==> config.mk <==
export PLATFORM = sky130hd
export DESIGN_NAME = rtd_discharge_temp_sequencer
export DESIGN_NICKNAME = d
export VERILOG_FILES = /design/src/rtd_pkg.sv /design/src/rtd_discharge_temp_sequencer.sv
export SDC_FILE = /design/constraint.sdc
export NUM_CORES = 1
export LEC_CHECK = 0
export BUFFER_PORTS_ARGS = -buffer_cell sky130_fd_sc_hd__buf_2
export CORE_ASPECT_RATIO = 1.5
export CORE_MARGIN = 3
export CORE_UTILIZATION = 55
export CTS_CLUSTER_SIZE = 28
export DETAILED_ROUTE_END_ITERATION = 7
export PLACE_DENSITY_LB_ADDON = 0.2
export SETUP_SLACK_MARGIN = 0.2
export SLEW_MARGIN = 10
export SYNTH_ARGS = -nofsm -noshare
export SYNTH_HDL_FRONTEND = slang
export SYNTH_SLANG_ARGS = --single-unit
==> constraint.sdc <==
create_clock -name sys_clk -period 8.7 [get_ports sys_clk]
set_input_delay 0.87 -clock sys_clk [delete_from_list [all_inputs] [get_ports sys_clk]]
set_output_delay 0.87 -clock sys_clk [all_outputs]
set_load 0.02 [all_outputs]
==> src/rtd_pkg.sv <==
// Purpose: shared constants for the discharge temperature sequencer
// Assumes: 40 MHz system clock
// Notes:   byte addresses on a 32-bit classic Wishbone slave
package rtd_pkg;
	localparam int CLK_MHZ = 40;
	// register byte addresses
	localparam logic [7:0] ADR_CFG   = 8'h00;
	localparam logic [7:0] ADR_CMD   = 8'h04;
	localparam logic [7:0] ADR_STAT  = 8'h08;
	localparam logic [7:0] ADR_MASK  = 8'h0C;
	localparam logic [7:0] ADR_STATE = 8'h10;
	localparam logic [7:0] ADR_RES0  = 8'h20;
	localparam logic [31:0] CFG_RST  = 32'h00000000;
	// config word field positions
	localparam int BIT_CYCLE_LSB  = 14;
	localparam int BIT_MAINS      = 17;
	localparam int BIT_ORDER      = 20;
	localparam int BIT_PORTS      = 21;
	localparam int BIT_WARM       = 22;
	localparam int BIT_TCYC       = 23;
	localparam int BIT_SETTLE_LSB = 24;
	// opcodes written to the command register
	localparam logic [7:0] OP_TEMP     = 8'h02;
	localparam logic [7:0] OP_TEMP_RPT = 8'h04;
	// status bit positions
	localparam int EV_DONE  = 0;
	localparam int EV_SHORT = 1;
	localparam int EV_OPEN  = 2;
	localparam logic [31:0] RES_OPEN  = 32'hFFFFFFFF;
	localparam logic [31:0] RES_SHORT = 32'h00000000;
	localparam logic [2:0] WARM_FEW  = 3'h2;
	localparam logic [2:0] WARM_MANY = 3'h7;
	// times and derived cycle counts
	localparam int TCYC_A_NS  = 128000;
	localparam int TCYC_B_NS  = 512000;
	localparam int TCYC_A_CYC = TCYC_A_NS * CLK_MHZ / 1000;
	localparam int TCYC_B_CYC = TCYC_B_NS * CLK_MHZ / 1000;
	localparam int TREF_NS    = 250;
	localparam int SHORT_NS   = 8 * TREF_NS;
	localparam int SHORT_CYC  = (SHORT_NS * CLK_MHZ + 999) / 1000;
	localparam int MAINS50_NS = 20000000;
	localparam int MAINS60_NS = 16666667;
	localparam int Q50_CYC    = MAINS50_NS / 4 * CLK_MHZ / 1000;
	localparam int Q60_CYC    = MAINS60_NS / 4 * CLK_MHZ / 1000;
	localparam int SET2_NS    = 480000;
	localparam int SET3_NS    = 1460000;
	localparam int SET4_NS    = 2440000;
	localparam int SET5_NS    = 5140000;
	localparam int SET2_CYC   = SET2_NS * CLK_MHZ / 1000;
	localparam int SET3_CYC   = SET3_NS * CLK_MHZ / 1000;
	localparam int SET4_CYC   = SET4_NS * CLK_MHZ / 1000;
	localparam int SET5_CYC   = SET5_NS * CLK_MHZ / 1000;
	typedef enum logic [2:0] {
		S_IDLE   = 3'h0,
		S_SETTLE = 3'h1,
		S_WARM   = 3'h3,
		S_MEAS   = 3'h2,
		S_GAP    = 3'h6
	} seq_t;
endpackage : rtd_pkg

==> src/rtd_discharge_temp_sequencer.sv <==
// Purpose: capacitor discharge temperature sequencer with Wishbone slave
// Assumes: comparator stop input is asynchronous; config changes apply
//          at the next start, except oscEn, which follows a settle field of 1 at once
// Notes:   interrupt output is low while an unmasked status bit is set
`timescale 1ns/1ps
`default_nettype none
// Overview of operation
// [RL1] one start opcode runs warm-up, port timing and storage unaided
// [RL2] repeat opcode runs two measurements split by a mains-based delay
// [RL3] two or seven discarded warm-up discharges on the first port
// [RL4] done flag only after the last port of the sequence
// [RL5] bit 20 picks ascending or descending port order
// [RL6] each port result goes to its own result register
// [RL7] bit 22 selects two or seven warm-up discharges
// [RL8] bit 23 selects 128 or 512 us cycle per port
// [RL9] port count bit selects two or four ports
// [RL10] with four ports every port needs a resistor, else open errors
// [RL11] mains bit picks 50 or 60 Hz; field gives 0.25..2 periods
// [RL12] host keeps cycle time below the measurement timeout
// [RL13] discharge under eight reference periods stores zero as short
// [RL14] no stop within the cycle stores all ones as open
// [RL15] host sets second timeout to 2 ms with long cycle
// [RL16] host picks long cycle for 500 or 1000 ohm sensors
// [RL17] completion drives the active-low interrupt output low
// [RL18] settle setting above one delays measuring after start
module rtd_discharge_temp_sequencer #(
	parameter int CNT_W  = 24,
	parameter int TCYC_A = rtd_pkg::TCYC_A_CYC,
	parameter int TCYC_B = rtd_pkg::TCYC_B_CYC,
	parameter int Q50    = rtd_pkg::Q50_CYC,
	parameter int Q60    = rtd_pkg::Q60_CYC,
	parameter int SET2   = rtd_pkg::SET2_CYC,
	parameter int SET3   = rtd_pkg::SET3_CYC,
	parameter int SET4   = rtd_pkg::SET4_CYC,
	parameter int SET5   = rtd_pkg::SET5_CYC
) (
	// clock, reset, enable
	input  wire logic        sys_clk,
	input  wire logic        rst,
	input  wire logic        ce,
	// wishbone slave
	input  wire logic        cyc_i,
	input  wire logic        stb_i,
	input  wire logic        we_i,
	input  wire logic [7:0]  adr_i,
	input  wire logic [3:0]  sel_i,
	input  wire logic [31:0] dat_i,
	output logic      [31:0] dat_o,
	output logic             ack_o,
	// discharge front end
	input  wire logic        compStop,
	output logic      [3:0]  portSel,
	output logic             dischargeStart,
	output logic             oscEn,
	// interrupt
	output logic             irq_n_out
);
	import rtd_pkg::*;

	function automatic logic [31:0] byteMerge(input logic [31:0] old,
		input logic [31:0] nw, input logic [3:0] be);
		logic [31:0] r;
		r = old;
		for (int i = 0; i < 4; i++) begin
			if (be[i]) begin
				r[8*i +: 8] = nw[8*i +: 8];
			end
		end
		return r;
	endfunction : byteMerge

	seq_t               state_r;
	seq_t               state_nxt;
	logic               ack_r;
	logic [31:0]        cfg_r;
	logic [31:0]        cfgRun_r;
	logic [2:0]         stat_r;
	logic [2:0]         mask_r;
	logic [CNT_W-1:0]   cnt_r;
	logic [CNT_W-1:0]   cnt_nxt;
	logic [2:0]         warmLeft_r;
	logic [2:0]         warmLeft_nxt;
	logic [1:0]         portIdx_r;
	logic [1:0]         portIdx_nxt;
	logic [2:0]         qLeft_r;
	logic [2:0]         qLeft_nxt;
	logic               pass2_r;
	logic               pass2_nxt;
	logic [2:0]         sync_r;
	logic               stopLvl_r;
	logic               stopSeen_r;
	logic [CNT_W-1:0]   stopCnt_r;
	logic [31:0]        res_r [4];
	logic [31:0]        rdData;

	// bus decode
	wire logic wbReq   = cyc_i & stb_i & ~ack_r;
	wire logic wr      = wbReq & we_i;
	wire logic wrCfg   = wr & (adr_i == ADR_CFG);
	wire logic wrCmd   = wr & (adr_i == ADR_CMD) & sel_i[0];
	wire logic wrStat  = wr & (adr_i == ADR_STAT) & sel_i[0];
	wire logic wrMask  = wr & (adr_i == ADR_MASK);
	wire logic isRes   = (adr_i[7:4] == ADR_RES0[7:4]) & (adr_i[1:0] == 2'h0);
	wire logic opOne   = dat_i[7:0] == OP_TEMP;
	wire logic opRpt   = dat_i[7:0] == OP_TEMP_RPT;
	wire logic startOk = wrCmd & (opOne | opRpt) & (state_r == S_IDLE);

	// settings
	wire logic [2:0] setSel   = cfg_r[BIT_SETTLE_LSB +: 3];
	wire logic [2:0] warmLoad = cfg_r[BIT_WARM] ? WARM_MANY : WARM_FEW;
	wire logic [2:0] warmRun  = cfgRun_r[BIT_WARM] ? WARM_MANY : WARM_FEW;
	wire logic       orderRev = cfgRun_r[BIT_ORDER];
	wire logic [1:0] lastIdx  = cfgRun_r[BIT_PORTS] ? 2'h3 : 2'h1;
	wire logic [2:0] gapField = cfgRun_r[BIT_CYCLE_LSB +: 3];
	wire logic [CNT_W-1:0] cycLim = cfgRun_r[BIT_TCYC] ? // RL8
		CNT_W'(TCYC_B) : CNT_W'(TCYC_A);
	wire logic [CNT_W-1:0] qLim = cfgRun_r[BIT_MAINS] ?
		CNT_W'(Q60) : CNT_W'(Q50);
	wire logic [2:0] runSet = cfgRun_r[BIT_SETTLE_LSB +: 3];
	wire logic [CNT_W-1:0] setLim = (runSet == 3'h2) ? CNT_W'(SET2) :
		(runSet == 3'h3) ? CNT_W'(SET3) :
		(runSet == 3'h4) ? CNT_W'(SET4) : CNT_W'(SET5);

	// discharge timing
	wire logic timing  = (state_r == S_WARM) | (state_r == S_MEAS);
	wire logic cycEnd  = timing & (cnt_r == cycLim - 1'b1);
	wire logic measEnd = cycEnd & (state_r == S_MEAS);
	wire logic [1:0] physPort = orderRev ? ~portIdx_r : portIdx_r; // RL5
	wire logic stopEdge = sync_r[1] & sync_r[2] & ~stopLvl_r;
	wire logic isShort = stopSeen_r & (stopCnt_r < CNT_W'(SHORT_CYC));
	wire logic [31:0] measVal = !stopSeen_r ? RES_OPEN : // RL14
		isShort ? RES_SHORT : // RL13
		{{(32-CNT_W){1'b0}}, stopCnt_r};
	wire logic doneEv  = measEnd & (portIdx_r == lastIdx) & ~pass2_r; // RL4
	wire logic [2:0] evSet = {measEnd & ~stopSeen_r, measEnd & isShort,
		doneEv};
	wire logic [2:0] evClr = wrStat ? dat_i[2:0] : 3'h0;

	assign portSel        = timing ? (4'h1 << physPort) : 4'h0;
	assign dischargeStart = timing & (cnt_r == '0);
	assign oscEn          = (state_r != S_IDLE) | (setSel == 3'h1); // RL18
	assign irq_n_out      = ~|(stat_r & mask_r); // RL17
	assign ack_o          = ack_r;
	assign rdData = (adr_i == ADR_CFG)   ? cfg_r :
		(adr_i == ADR_STAT)  ? {29'h0, stat_r} :
		(adr_i == ADR_MASK)  ? {29'h0, mask_r} :
		(adr_i == ADR_STATE) ? {26'h0, pass2_r, portIdx_r, state_r} :
		isRes ? res_r[adr_i[3:2]] : 32'h0;

	always_comb begin
		state_nxt    = state_r;
		cnt_nxt      = cnt_r + 1'b1;
		warmLeft_nxt = warmLeft_r;
		portIdx_nxt  = portIdx_r;
		qLeft_nxt    = qLeft_r;
		pass2_nxt    = pass2_r;
		case (state_r)
			S_IDLE: begin
				cnt_nxt = '0;
				if (startOk) begin // RL1
					pass2_nxt    = opRpt; // RL2
					portIdx_nxt  = 2'h0;
					warmLeft_nxt = warmLoad; // RL7
					state_nxt    = (setSel > 3'h1) ? S_SETTLE : S_WARM; // RL18
				end
			end
			S_SETTLE: begin
				if (cnt_r == setLim - 1'b1) begin
					cnt_nxt   = '0;
					state_nxt = S_WARM;
				end
			end
			S_WARM: begin
				if (cycEnd) begin // RL3
					cnt_nxt      = '0;
					warmLeft_nxt = warmLeft_r - 1'b1;
					if (warmLeft_r == 3'h1) begin
						state_nxt = S_MEAS;
					end
				end
			end
			S_MEAS: begin
				if (cycEnd) begin
					cnt_nxt     = '0;
					portIdx_nxt = portIdx_r + 1'b1;
					if (portIdx_r == lastIdx) begin // RL9
						portIdx_nxt = 2'h0;
						pass2_nxt   = 1'b0;
						qLeft_nxt   = gapField;
						state_nxt   = pass2_r ? S_GAP : S_IDLE;
					end
				end
			end
			S_GAP: begin
				if (cnt_r == qLim - 1'b1) begin // RL11
					cnt_nxt   = '0;
					qLeft_nxt = qLeft_r - 1'b1;
					if (qLeft_r == 3'h0) begin
						warmLeft_nxt = warmRun;
						state_nxt    = S_WARM;
					end
				end
			end
			default: begin
				state_nxt = S_IDLE;
			end
		endcase
	end

	always_ff @(posedge sys_clk or posedge rst) begin
		if (rst) begin
			state_r    <= S_IDLE;
			cnt_r      <= '0;
			warmLeft_r <= 3'h0;
			portIdx_r  <= 2'h0;
			qLeft_r    <= 3'h0;
			pass2_r    <= 1'b0;
		end else if (ce) begin
			state_r    <= state_nxt;
			cnt_r      <= cnt_nxt;
			warmLeft_r <= warmLeft_nxt;
			portIdx_r  <= portIdx_nxt;
			qLeft_r    <= qLeft_nxt;
			pass2_r    <= pass2_nxt;
		end
	end

	// bus registers; hardware set wins over write-one clear
	always_ff @(posedge sys_clk or posedge rst) begin
		if (rst) begin
			ack_r    <= 1'b0;
			dat_o    <= 32'h0;
			cfg_r    <= CFG_RST;
			cfgRun_r <= CFG_RST;
			stat_r   <= 3'h0;
			mask_r   <= 3'h0;
		end else if (ce) begin
			ack_r  <= wbReq;
			dat_o  <= wbReq ? rdData : dat_o;
			cfg_r  <= wrCfg ? byteMerge(cfg_r, dat_i, sel_i) : cfg_r;
			stat_r <= (stat_r & ~evClr) | evSet;
			mask_r <= (wrMask & sel_i[0]) ? dat_i[2:0] : mask_r;
			if (startOk) begin
				cfgRun_r <= cfg_r;
			end
		end
	end

	// stop pin: three stages, level changes when stages two and three agree
	always_ff @(posedge sys_clk or posedge rst) begin
		if (rst) begin
			sync_r     <= 3'h0;
			stopLvl_r  <= 1'b0;
			stopSeen_r <= 1'b0;
			stopCnt_r  <= '0;
		end else if (ce) begin
			sync_r <= {sync_r[1:0], compStop};
			if (sync_r[1] == sync_r[2]) begin
				stopLvl_r <= sync_r[2];
			end
			stopSeen_r <= timing & ~cycEnd & (stopSeen_r | stopEdge);
			if (timing & stopEdge & ~stopSeen_r) begin
				stopCnt_r <= cnt_r;
			end
		end
	end

	for (genvar g = 0; g < 4; g++) begin : g_res
		always_ff @(posedge sys_clk or posedge rst) begin
			if (rst) begin
				res_r[g] <= 32'h0;
			end else if (ce & measEnd & (physPort == 2'(g))) begin
				res_r[g] <= measVal; // RL6
			end
		end
	end

	a_start_runs: assert property (@(posedge sys_clk) disable iff (rst) // RL1
		ce && startOk |=> state_r != S_IDLE)
		else $error("start opcode ignored");
	a_repeat_gap: assert property (@(posedge sys_clk) disable iff (rst) // RL2
		ce && measEnd && pass2_r && portIdx_r == lastIdx |=> state_r == S_GAP)
		else $error("repeat did not enter delay");
	a_warm_first: assert property (@(posedge sys_clk) disable iff (rst) // RL3
		state_r == S_WARM |-> portSel == (orderRev ? 4'h8 : 4'h1))
		else $error("warm-up on wrong port");
	a_warm_count: assert property (@(posedge sys_clk) disable iff (rst) // RL7
		ce && startOk |=> warmLeft_r == (cfgRun_r[BIT_WARM] ? 3'h7 : 3'h2))
		else $error("warm-up count wrong");
	a_done_last: assert property (@(posedge sys_clk) disable iff (rst) // RL4
		ce && evSet[EV_DONE] |-> state_r == S_MEAS && portIdx_r == lastIdx)
		else $error("done before last port");
	a_port_span: assert property (@(posedge sys_clk) disable iff (rst) // RL9
		state_r == S_MEAS |-> portIdx_r <= lastIdx)
		else $error("port index beyond count");
	a_short_zero: assert property (@(posedge sys_clk) disable iff (rst) // RL13
		ce && measEnd && isShort |=> res_r[$past(physPort)] == 32'h0)
		else $error("short not stored as zero");
	a_open_ones: assert property (@(posedge sys_clk) disable iff (rst) // RL14
		ce && measEnd && !stopSeen_r |=> res_r[$past(physPort)] == RES_OPEN)
		else $error("open not stored as all ones");
	a_irq_done: assert property (@(posedge sys_clk) disable iff (rst) // RL17
		ce && doneEv && mask_r[EV_DONE] |=> !irq_n_out)
		else $error("interrupt not asserted on done");
	a_settle_go: assert property (@(posedge sys_clk) disable iff (rst) // RL18
		ce && startOk && setSel > 3'h1 |=> state_r == S_SETTLE)
		else $error("settle delay skipped");
endmodule : rtd_discharge_temp_sequencer
`default_nettype wire

==> metrics.yaml, run 1 <==
worst_setup_path:
  ff2ff_setup_slack_ns: 4.81
  cp.required_ns: 9.04
  rr_startpoint: "cfgRun_r[26]"
  path_class: "reg2reg"
  startpoint_type: "flop"
  reg2regPathDepth: 10
  worstPathMaxFanout: 24
  critPathArrivalTime_ns: 4.23
  crit_path_end_kind: "flop"
  r2r_end: "cnt_r[14]"
routing:
  drc_errors: 0
  detail_route.wl_per_cell_um: 20.07
  firstDrtPassIters: 5
  drt_iter0_drc: 502
  wirelength_um: 28170
  via_per_inst: 5.951
  final_antenna_net_count: 0
  num_vias: 8349
finish:
  seq_area_um2: 6181
  post-route-cell-area_um2: 12860
  antennaDiodeCount: 0
  area_delta_synth_final_pct: 12.34
  drive_gt1_share_pct: 22.91
  multi_input_area_um2: 4927
  fillers: 1651
  num-nets-final: 1186
global_routing:
  first_global_vias: 8560
  grt_max_degree: 140
  track_usage_pct: 25.52
  grt_pass1_wl_um: 45180
  grt_remaining_overflow: 0
  antenna_found_initial: 0
clock_tree:
  ctsResizeCount: 0
  cts_buffers: 24
  max-clock-path-buffers: 3
  clock-root-buffer: "clkbuf_16"
  clkTransAtPathRegs_ns: 0.06
  htree_levels: 1
  clkSinkCount: 247
  cts_tree: "done"
  ctsHoldBuffers: 0
  insertion_delay_ns: 0.51
  postCtsSetupBuffers: 0
hold_path:
  holdCritStartpoint: "res_r[48]"
  worstHoldEndpoint: "res_r[48]"
  hold_path_depth: 2
  hold_path.class: "reg2reg"
timing:
  drv_slew: 0
  rsz0062_at_grt: "no"
  tightest_slew_ns: 1.167
  fmax_ghz: 0.2569
  min_period_ns: 3.892
  hold_viol: 0
  hold_slack_ns: 0.4757
  fin_tns_setup_ns: 0
  worst_clock_skew_ns: 0.009894
  maxSlewHeadroom_pct: 21.62
  fin_crit_sh_pct: 44.74
  worst_slack_ns: 4.808
  setup_viol: 0
die:
  core_area_um2: 20420
  pin_count: 91
  dieWidth_um: 123.8
  die_h_um: 182.7
  dieArea_um2: 22610
  num_rows: 64
  initial_core_util_pct: 56.04
logic_synthesis:
  syn-cell-area_um2: 11440
  async_flop_share_pct: 100.0
  syn-num-nets: 1124
  ys_seq_area_share_pct: 54.01
  yosysWarnings: 0
  ys_ff_latch: 247
  synthFlopType: "dfrtp_1"
  synthDistinctLibCells: 68
  synth-edff-count: 0
  syn_inst: 1064
  syn_avg_cell_area_um2: 10.76
place:
  gp_congestion: 0.8594
  post-place-ws_ns: 4.778
  dpl_cell_area_um2: 12060
  dp_hpwl_um: 19600
  io_buffers: 90
job:
  cap_viol_max_count: 0
pwr:
  power_uw: 2709
  power.leakage_uw: 0.005883
  vdd_drop_max_v: 0.0001721
  p_per_area_nw_per_um2: 210.7
status:
  status: "finished, final reports clean"
flip-flops by register name, indices dropped and copies added (netlist names), 11 cells and up:
name,flops
dat_o,32
cfg_r,32
res_r,100
stopCnt_r,24
cfgRun_r,11
cnt_r,24
kinds of logic after synthesis:
group	Yosys count	synth area share, %
AOI/OAI and AO/OA	201	10.82
xor gates and xnor gates	31	2.373
buffers and inverters	85	3.247
muxes	109	13.11
DFF	247	54.01
and+or+nand+nor	382	15.45
adders and majority gates	9	0.9841
through the flow:
stage,cells,utilization [%]
finish,1403,62.96
global route,1403,62.96
floorplan,1064,-
detailed placement,1364,59.05
global placement,1364,59.05
CTS,1403,62.96
power breakdown:
group / internal [uW] / switching (uW)
clock: 620 / 428
sequential: 1220 / 70.0
combinational: 125 / 250
total: 1960 / 748
metal layers:
layer	GRT usage [%]	vias up	share of wire, %
met1	31.49	4118	39
met2	45.05	269	52
met3	3.163	69	5.6
li1	-	3893	-
met4	9.845	0	3.7
met5	0	-	0
worst max-delay path by stage:
stage / from / endpoint / cells after the start
after floorplan: rst / ack_o / 1
after global placement: cfgRun_r[25] / cnt_r[14] / 10
after detailed placement: cfgRun_r[26] / cnt_r[14] / 10
after CTS: cfgRun_r[26] / cnt_r[14] / 10
after global routing: cfgRun_r[26] / cnt_r[14] / 10
final: cfgRun_r[26] / cnt_r[14] / 10
placed cells by master (no fill, tap or decap), types with 6 or more instances in the layout:
cell type,instances
mux4_2,25
xor2_1,19
nand4_1,14
o21ai_0,116
and2_1,8
clkbuf_16,25
nand3b_1,8
nand3_1,16
a22oi_1,6
buf_2,90
and3_1,6
a21oi_1,20
ha_1,9
a31oi_1,7
nor3_1,9
mux2i_1,7
inv_1,17
dfrtp_1,247
nor4_1,15
nor2_1,111
buf_4,12
nand2b_1,6
nand2_1,155
xnor2_1,12
a221oi_1,18
mux2_2,75
critical path, cell delays in order (launching register included):
cell and delay, ns:
dfrtp_1 0.42, nor3b_1 0.51, inv_1 0.16, ha_1 0.25, ha_1 0.22, xnor2_1 0.14
or4_1 0.40, a222oi_1 0.34, nand4_1 0.19, a32oi_2 0.95, nor3_1 0.14
synthesized netlist by cell type, types with 4 or more instances:
cell type | number | share of area, %
a21oi_1 | 20 | 0.87
a221oi_1 | 18 | 1.4
a22oi_1 | 6 | 0.39
a31oi_1 | 7 | 0.38
and2_1 | 8 | 0.44
and3_1 | 6 | 0.33
buf_2 | 8 | 0.35
buf_6 | 4 | 0.39
clkbuf_1 | 47 | 1.5
dfrtp_1 | 247 | 54
ha_1 | 9 | 0.98
inv_1 | 18 | 0.59
mux2_2 | 75 | 7.4
mux2i_1 | 7 | 0.61
mux4_2 | 25 | 4.9
nand2_1 | 155 | 5.1
nand2b_1 | 6 | 0.33
nand3_1 | 16 | 0.70
nand3b_1 | 8 | 0.52
nand4_1 | 14 | 0.77
nor2_1 | 112 | 3.7
nor3_1 | 9 | 0.39
nor4_1 | 16 | 0.87
o21a_1 | 5 | 0.33
o21ai_0 | 116 | 5.1
xnor2_1 | 12 | 0.92
xor2_1 | 19 | 1.5
final cells by class:
class | count | share of cell area (%)
Clock buffer | 30 | 5.401
Clock inverter | 9 | 0.8078
Inverter | 19 | 0.6131
Multi-Input combinational cell | 732 | 38.33
Sequential cell | 247 | 48.08
Tap cell | 264 | 2.569
Timing Repair Buffer | 102 | 4.204
(Power assumes the default switching activity.)
==> run 2: changes to the inputs <==
- CORE_UTILIZATION: 55 -> 54
- clock period: 8.7 -> 3.24 ns (I/O delays scaled with it)
==> run 2 against run 1 <==
Against the previous run:
- sequential cell count stayed put
- hold slack worse by 0.43 ns
- utilization is 0.74 points higher
- design area is 2.0% higher
- via count is 0.78% higher
- count of clock-buffer cells in the layout is 5 higher
- final cell count is 1.7% higher
- clock power grew to 2.8 times the previous value
- largest power group unchanged
==> metrics.yaml, run 2 (synthesized netlist as in run 1, its figures left out) <==
die:
  dieWidth_um: 124.9
  dieArea_um2: 23010
  core_area_um2: 20580
  num_rows: 64
  pin_count: 91
  initial_core_util_pct: 55.61
  die_h_um: 184.3
pwr:
  vdd_drop_max_v: 0.0004282
  power_uw: 7397
  p_per_area_nw_per_um2: 564.2
  power.leakage_uw: 0.006016
finish:
  drive_gt1_share_pct: 24.33
  final_cell_mix: "246 x dfrtp_1, 155 x nand2_1, 115 x o21ai_0"
  num-nets-final: 1208
  fin_util_pct: 63.70
  final_common_cell: "dfrtp_1"
  area_delta_synth_final_pct: 14.55
  top_regs: "res_r x100, cfg_r x32, dat_o x32"
  regMostFlops: "res_r"
  largest_reg_flops: 100
  final_cells: 1427
  antennaDiodeCount: 0
routing:
  final_antenna_net_count: 0
  drt_iter0_drc: 576
  firstDrtPassIters: 7
  detail_route.wl_per_cell_um: 19.77
  num_vias: 8414
  wirelength_um: 28220
  drc_errors: 0
  via_per_inst: 5.896
clock_tree:
  clock-root-buffer: "clkbuf_16"
  cts_tree: "done"
  max-clock-path-buffers: 3
  htree_levels: 1
  clkTransAtPathRegs_ns: 0.06
  cts_buffers: 24
  clkSinkCount: 247
  insertion_delay_ns: 0.51
timing:
  drv_slew: 0
  fin_crit_sh_pct: 94.12
  tightest_slew_ns: 0.9836
  rsz0062_at_grt: "yes"
  min_period_ns: 3.049
  setup_viol: 0
  hold_viol: 0
  fmax_ghz: 0.3279
  worst_clock_skew_ns: 0.008504
  maxSlewHeadroom_pct: 34.18
global_routing:
  grt_remaining_overflow: 0
  first_global_vias: 8515
  antenna_found_initial: 0
  grt_pass1_wl_um: 45890
  grt_max_degree: 103
  track_usage_pct: 24.71
place:
  gp_congestion: 0.8781
  dp_hpwl_um: 19690
  io_buffers: 90
  dpl.cell_count: 1384
worst_setup_path:
  cp.required_ns: 3.61
  startpoint_type: "flop"
  path_class: "reg2reg"
  worstPathMaxFanout: 24
  critPathArrivalTime_ns: 3.42
  crit_path_end_kind: "flop"
hold_path:
  hold_path.class: "in2reg"
job:
  cap_viol_max_count: 0
status:
  status: "finished, final reports clean"
## run 2: metal layers
metal | track usage [%] | wire length [um] | vias to the layer above
li1 | - | - | 3928
met1 | 31.33 | 11440 | 4212
met2 | 45.10 | 14700 | 225
met3 | 3.218 | 1414 | 49
met4 | 6.424 | 662 | 0
met5 | 0 | 0 | -
## run 2: per-stage QoR
| step | hold slack [ns] | setup WS (ns) | area, um^2 | setup TNS [ns] |
|---|---|---|---|---|
| floorplan | 0.4446 | -0.3297 | 11450 | -81.45 |
| global placement | 0.3746 | 0.2552 | 12250 | 0 |
| detailed placement | 0.3759 | 0.06648 | 12250 | 0 |
| CTS | 0.03258 | 0.1666 | 13110 | 0 |
| global route | 0.03319 | 0.09898 | 13110 | 0 |
| finish | 0.04127 | 0.1906 | 13110 | 0 |
## run 2: layout make-up
class | instances | area, um^2
fillers | 1677 | 7471
well taps | 264 | 330.3
multi-input cells | 732 | 4935
repair buffers | 124 | 758.2
inverters | 19 | 75.07
flip-flops and latches | 247 | 6182
clock inverters | 6 | 105.1
clock buffers | 35 | 723.2
## run 2: timing repair
item	CTS	global route
hold endpoints to repair	16	0
pin swaps	2	1
resized for setup	1	3
setup buffers	1	0
hold buffers	1	0
endpoints found under the setup margin	24	25
## run 2: worst paths after layout
path                              startpoint            to  slack, ns  cells after the start
max in group asynchronous                rst  cfgRun_r[25]       1.90                      4
worst max register to register  cfgRun_r[25]     cnt_r[14]       0.19                     11
worst min-delay path               dat_i[22]     cfg_r[22]       0.04                      2
min in group asynchronous                rst     dat_o[19]       0.40                      3
worst max-delay path            cfgRun_r[25]     cnt_r[14]       0.19                     11
worst min register to register     res_r[34]     res_r[34]       0.48                      2
## run 2: worst max-delay path: stages (launching register included)
cell and delay [ns]:
dfrtp_2 0.45, xor2_1 0.19, and2_1 0.18, ha_2 0.19, ha_1 0.20, xnor2_1 0.13, or4_1 0.41, a222oi_1 0.38
nand4_1 0.21, a32oi_2 0.28, buf_12 0.20, nor3_1 0.07
## run 2: power by group
| group | internal (uW) | switching (uW) |
|---|---|---|
| clock network | 1780 | 1140 |
| registers | 3260 | 184 |
| logic | 350 | 680 |
==> run 3: changes to the inputs <==
- PLACE_DENSITY: unset -> 0.87
- PLACE_DENSITY_LB_ADDON: 0.2 -> unset
==> run 3 against run 2 <==
Against the previous run:
- first-iteration DRC count grew 76%
- design area grew 0.32%
- clock power shrank 12%
- non-clock buffer count grew 10
- largest cell class unchanged
- largest power group unchanged
- highest routed layer unchanged
==> metrics.yaml, run 3 (synthesized netlist as in run 1, its figures left out) <==
worst_setup_path:
  worstPathMaxFanout: 6
  startpoint_type: "flop"
  path_class: "reg2reg"
  crit_path_end_kind: "flop"
  rr_startpoint: "cfgRun_r[25]"
  crit_start: "cfgRun_r[25]"
  critPathArrivalTime_ns: 3.61
  cp.required_ns: 3.62
die:
  core_area_um2: 20580
  dieArea_um2: 23010
  dieWidth_um: 124.9
  die_h_um: 184.3
  num_rows: 64
  pin_count: 91
  initial_core_util_pct: 55.61
finish:
  area_delta_synth_final_pct: 14.91
  final_cell_mix: "245 x dfrtp_1, 155 x nand2_1, 116 x o21ai_0"
  largest_reg_flops: 100
  top_regs: "res_r x100, cfg_r x32, dat_o x32"
  final_cells: 1434
  drive_gt1_share_pct: 25.81
  num-nets-final: 1216
  regMostFlops: "res_r"
  antennaDiodeCount: 0
  final_common_cell: "dfrtp_1"
routing:
  num_vias: 9235
  detail_route.wl_per_cell_um: 21.93
  drc_errors: 0
  firstDrtPassIters: 6
  wirelength_um: 31440
  final_antenna_net_count: 0
  drt_iter0_drc: 1016
  via_per_inst: 6.440
global_routing:
  grt_remaining_overflow: 0
  antenna_found_initial: 0
  grt_max_degree: 61
  first_global_vias: 9576
  track_usage_pct: 26.82
  grt_pass1_wl_um: 50140
timing:
  rsz0062_at_grt: "yes"
  hold_viol: 0
  setup_viol: 0
  min_period_ns: 3.226
  worst_clock_skew_ns: 0.01524
  fin_crit_sh_pct: 99.57
  drv_slew: 0
  fmax_ghz: 0.3100
  worst_slack_ns: 0.01398
  maxSlewHeadroom_pct: 34.28
  tightest_slew_ns: 0.9837
  hold_slack_ns: 0.02434
clock_tree:
  htree_levels: 1
  insertion_delay_ns: 0.51
  clkTransAtPathRegs_ns: 0.07
  cts_tree: "done"
  clkSinkCount: 247
  clock-root-buffer: "clkbuf_16"
  ctsHoldBuffers: 0
  cts_buffers: 22
  max-clock-path-buffers: 3
pwr:
  power.leakage_uw: 0.006014
  p_per_area_nw_per_um2: 539.3
  vdd_drop_max_v: 0.0003091
hold_path:
  hold_path.class: "in2async"
job:
  cap_viol_max_count: 0
status:
  status: "finished, final reports clean"
place:
  post-place-ws_ns: 0.1350
  dp_hpwl_um: 20510
  gp_congestion: 0.9552
  io_buffers: 90
  dpl.cell_count: 1387
run 3: worst paths after layout:
path                                       to  slack (ns)  cells after the start
max in group asynchronous       stopCnt_r[20]        2.35                      3
worst max-delay path                 cnt_r[4]        0.01                     12
worst min-delay path                cfg_r[18]        0.02                      2
worst max register to register       cnt_r[4]        0.01                     12
worst min register to register      res_r[46]        0.48                      2
min in group sys_clk                cfg_r[25]        0.05                      2
run 3: layout make-up:
class,instances,area [um^2]
Fill cell,1331,7430
Sequential cell,247,6183
Multi-Input combinational cell,732,4989
Timing Repair Buffer,134,882.1
Clock buffer,30,621.8
Tap cell,264,330.3
Inverter,19,75.07
Clock inverter,8,68.82
run 3: critical path, stage by stage, from the launching register on:
cell	delay, ns
dfrtp_2	0.44
nor3b_2	0.25
inv_2	0.09
ha_4	0.18
ha_4	0.16
xnor2_2	0.15
or4_1	0.51
a222oi_1	0.36
nand4_1	0.26
a32oi_4	0.32
buf_12	0.16
clkbuf_16	0.15
nor2_2	0.04
run 3: power breakdown:
group | internal, uW | switching, uW | total (uW)
clock | 1430 | 1130 | 2560
sequential | 3260 | 186 | 3450
combinational | 359 | 725 | 1080
total | 5050 | 2040 | 7090
run 3: repair_timing:
| item | 4_1_cts | 5_1_grt |
|---|---|---|
| setup endpoints to repair | 24 | 25 |
| buffers inserted | 1 | 5 |
| pin swaps | 1 | 8 |
| hold endpoints to repair | 0 | 0 |
| gates cloned | 0 | 3 |
| gates resized for setup | 0 | 18 |
run 3: routing by layer:
layer  routed length, um  global-route usage, %
met5                   0                      0
met3                2327                  3.943
met2               16430                  48.77
met1               10640                  30.24
met4                2039                  15.02
run 3: per-stage QoR:
step	total power [uW]	cell area [um^2]	TNS, ns	utilization [%]
after CTS	7070	12960	0	62.99
after global routing	7356	13150	-1.121	63.90
final	7092	13150	0	63.90
after global placement	4484	12260	0	59.59
after detailed placement	4540	12260	0	59.59
after floorplan	4176	11450	-81.45	-
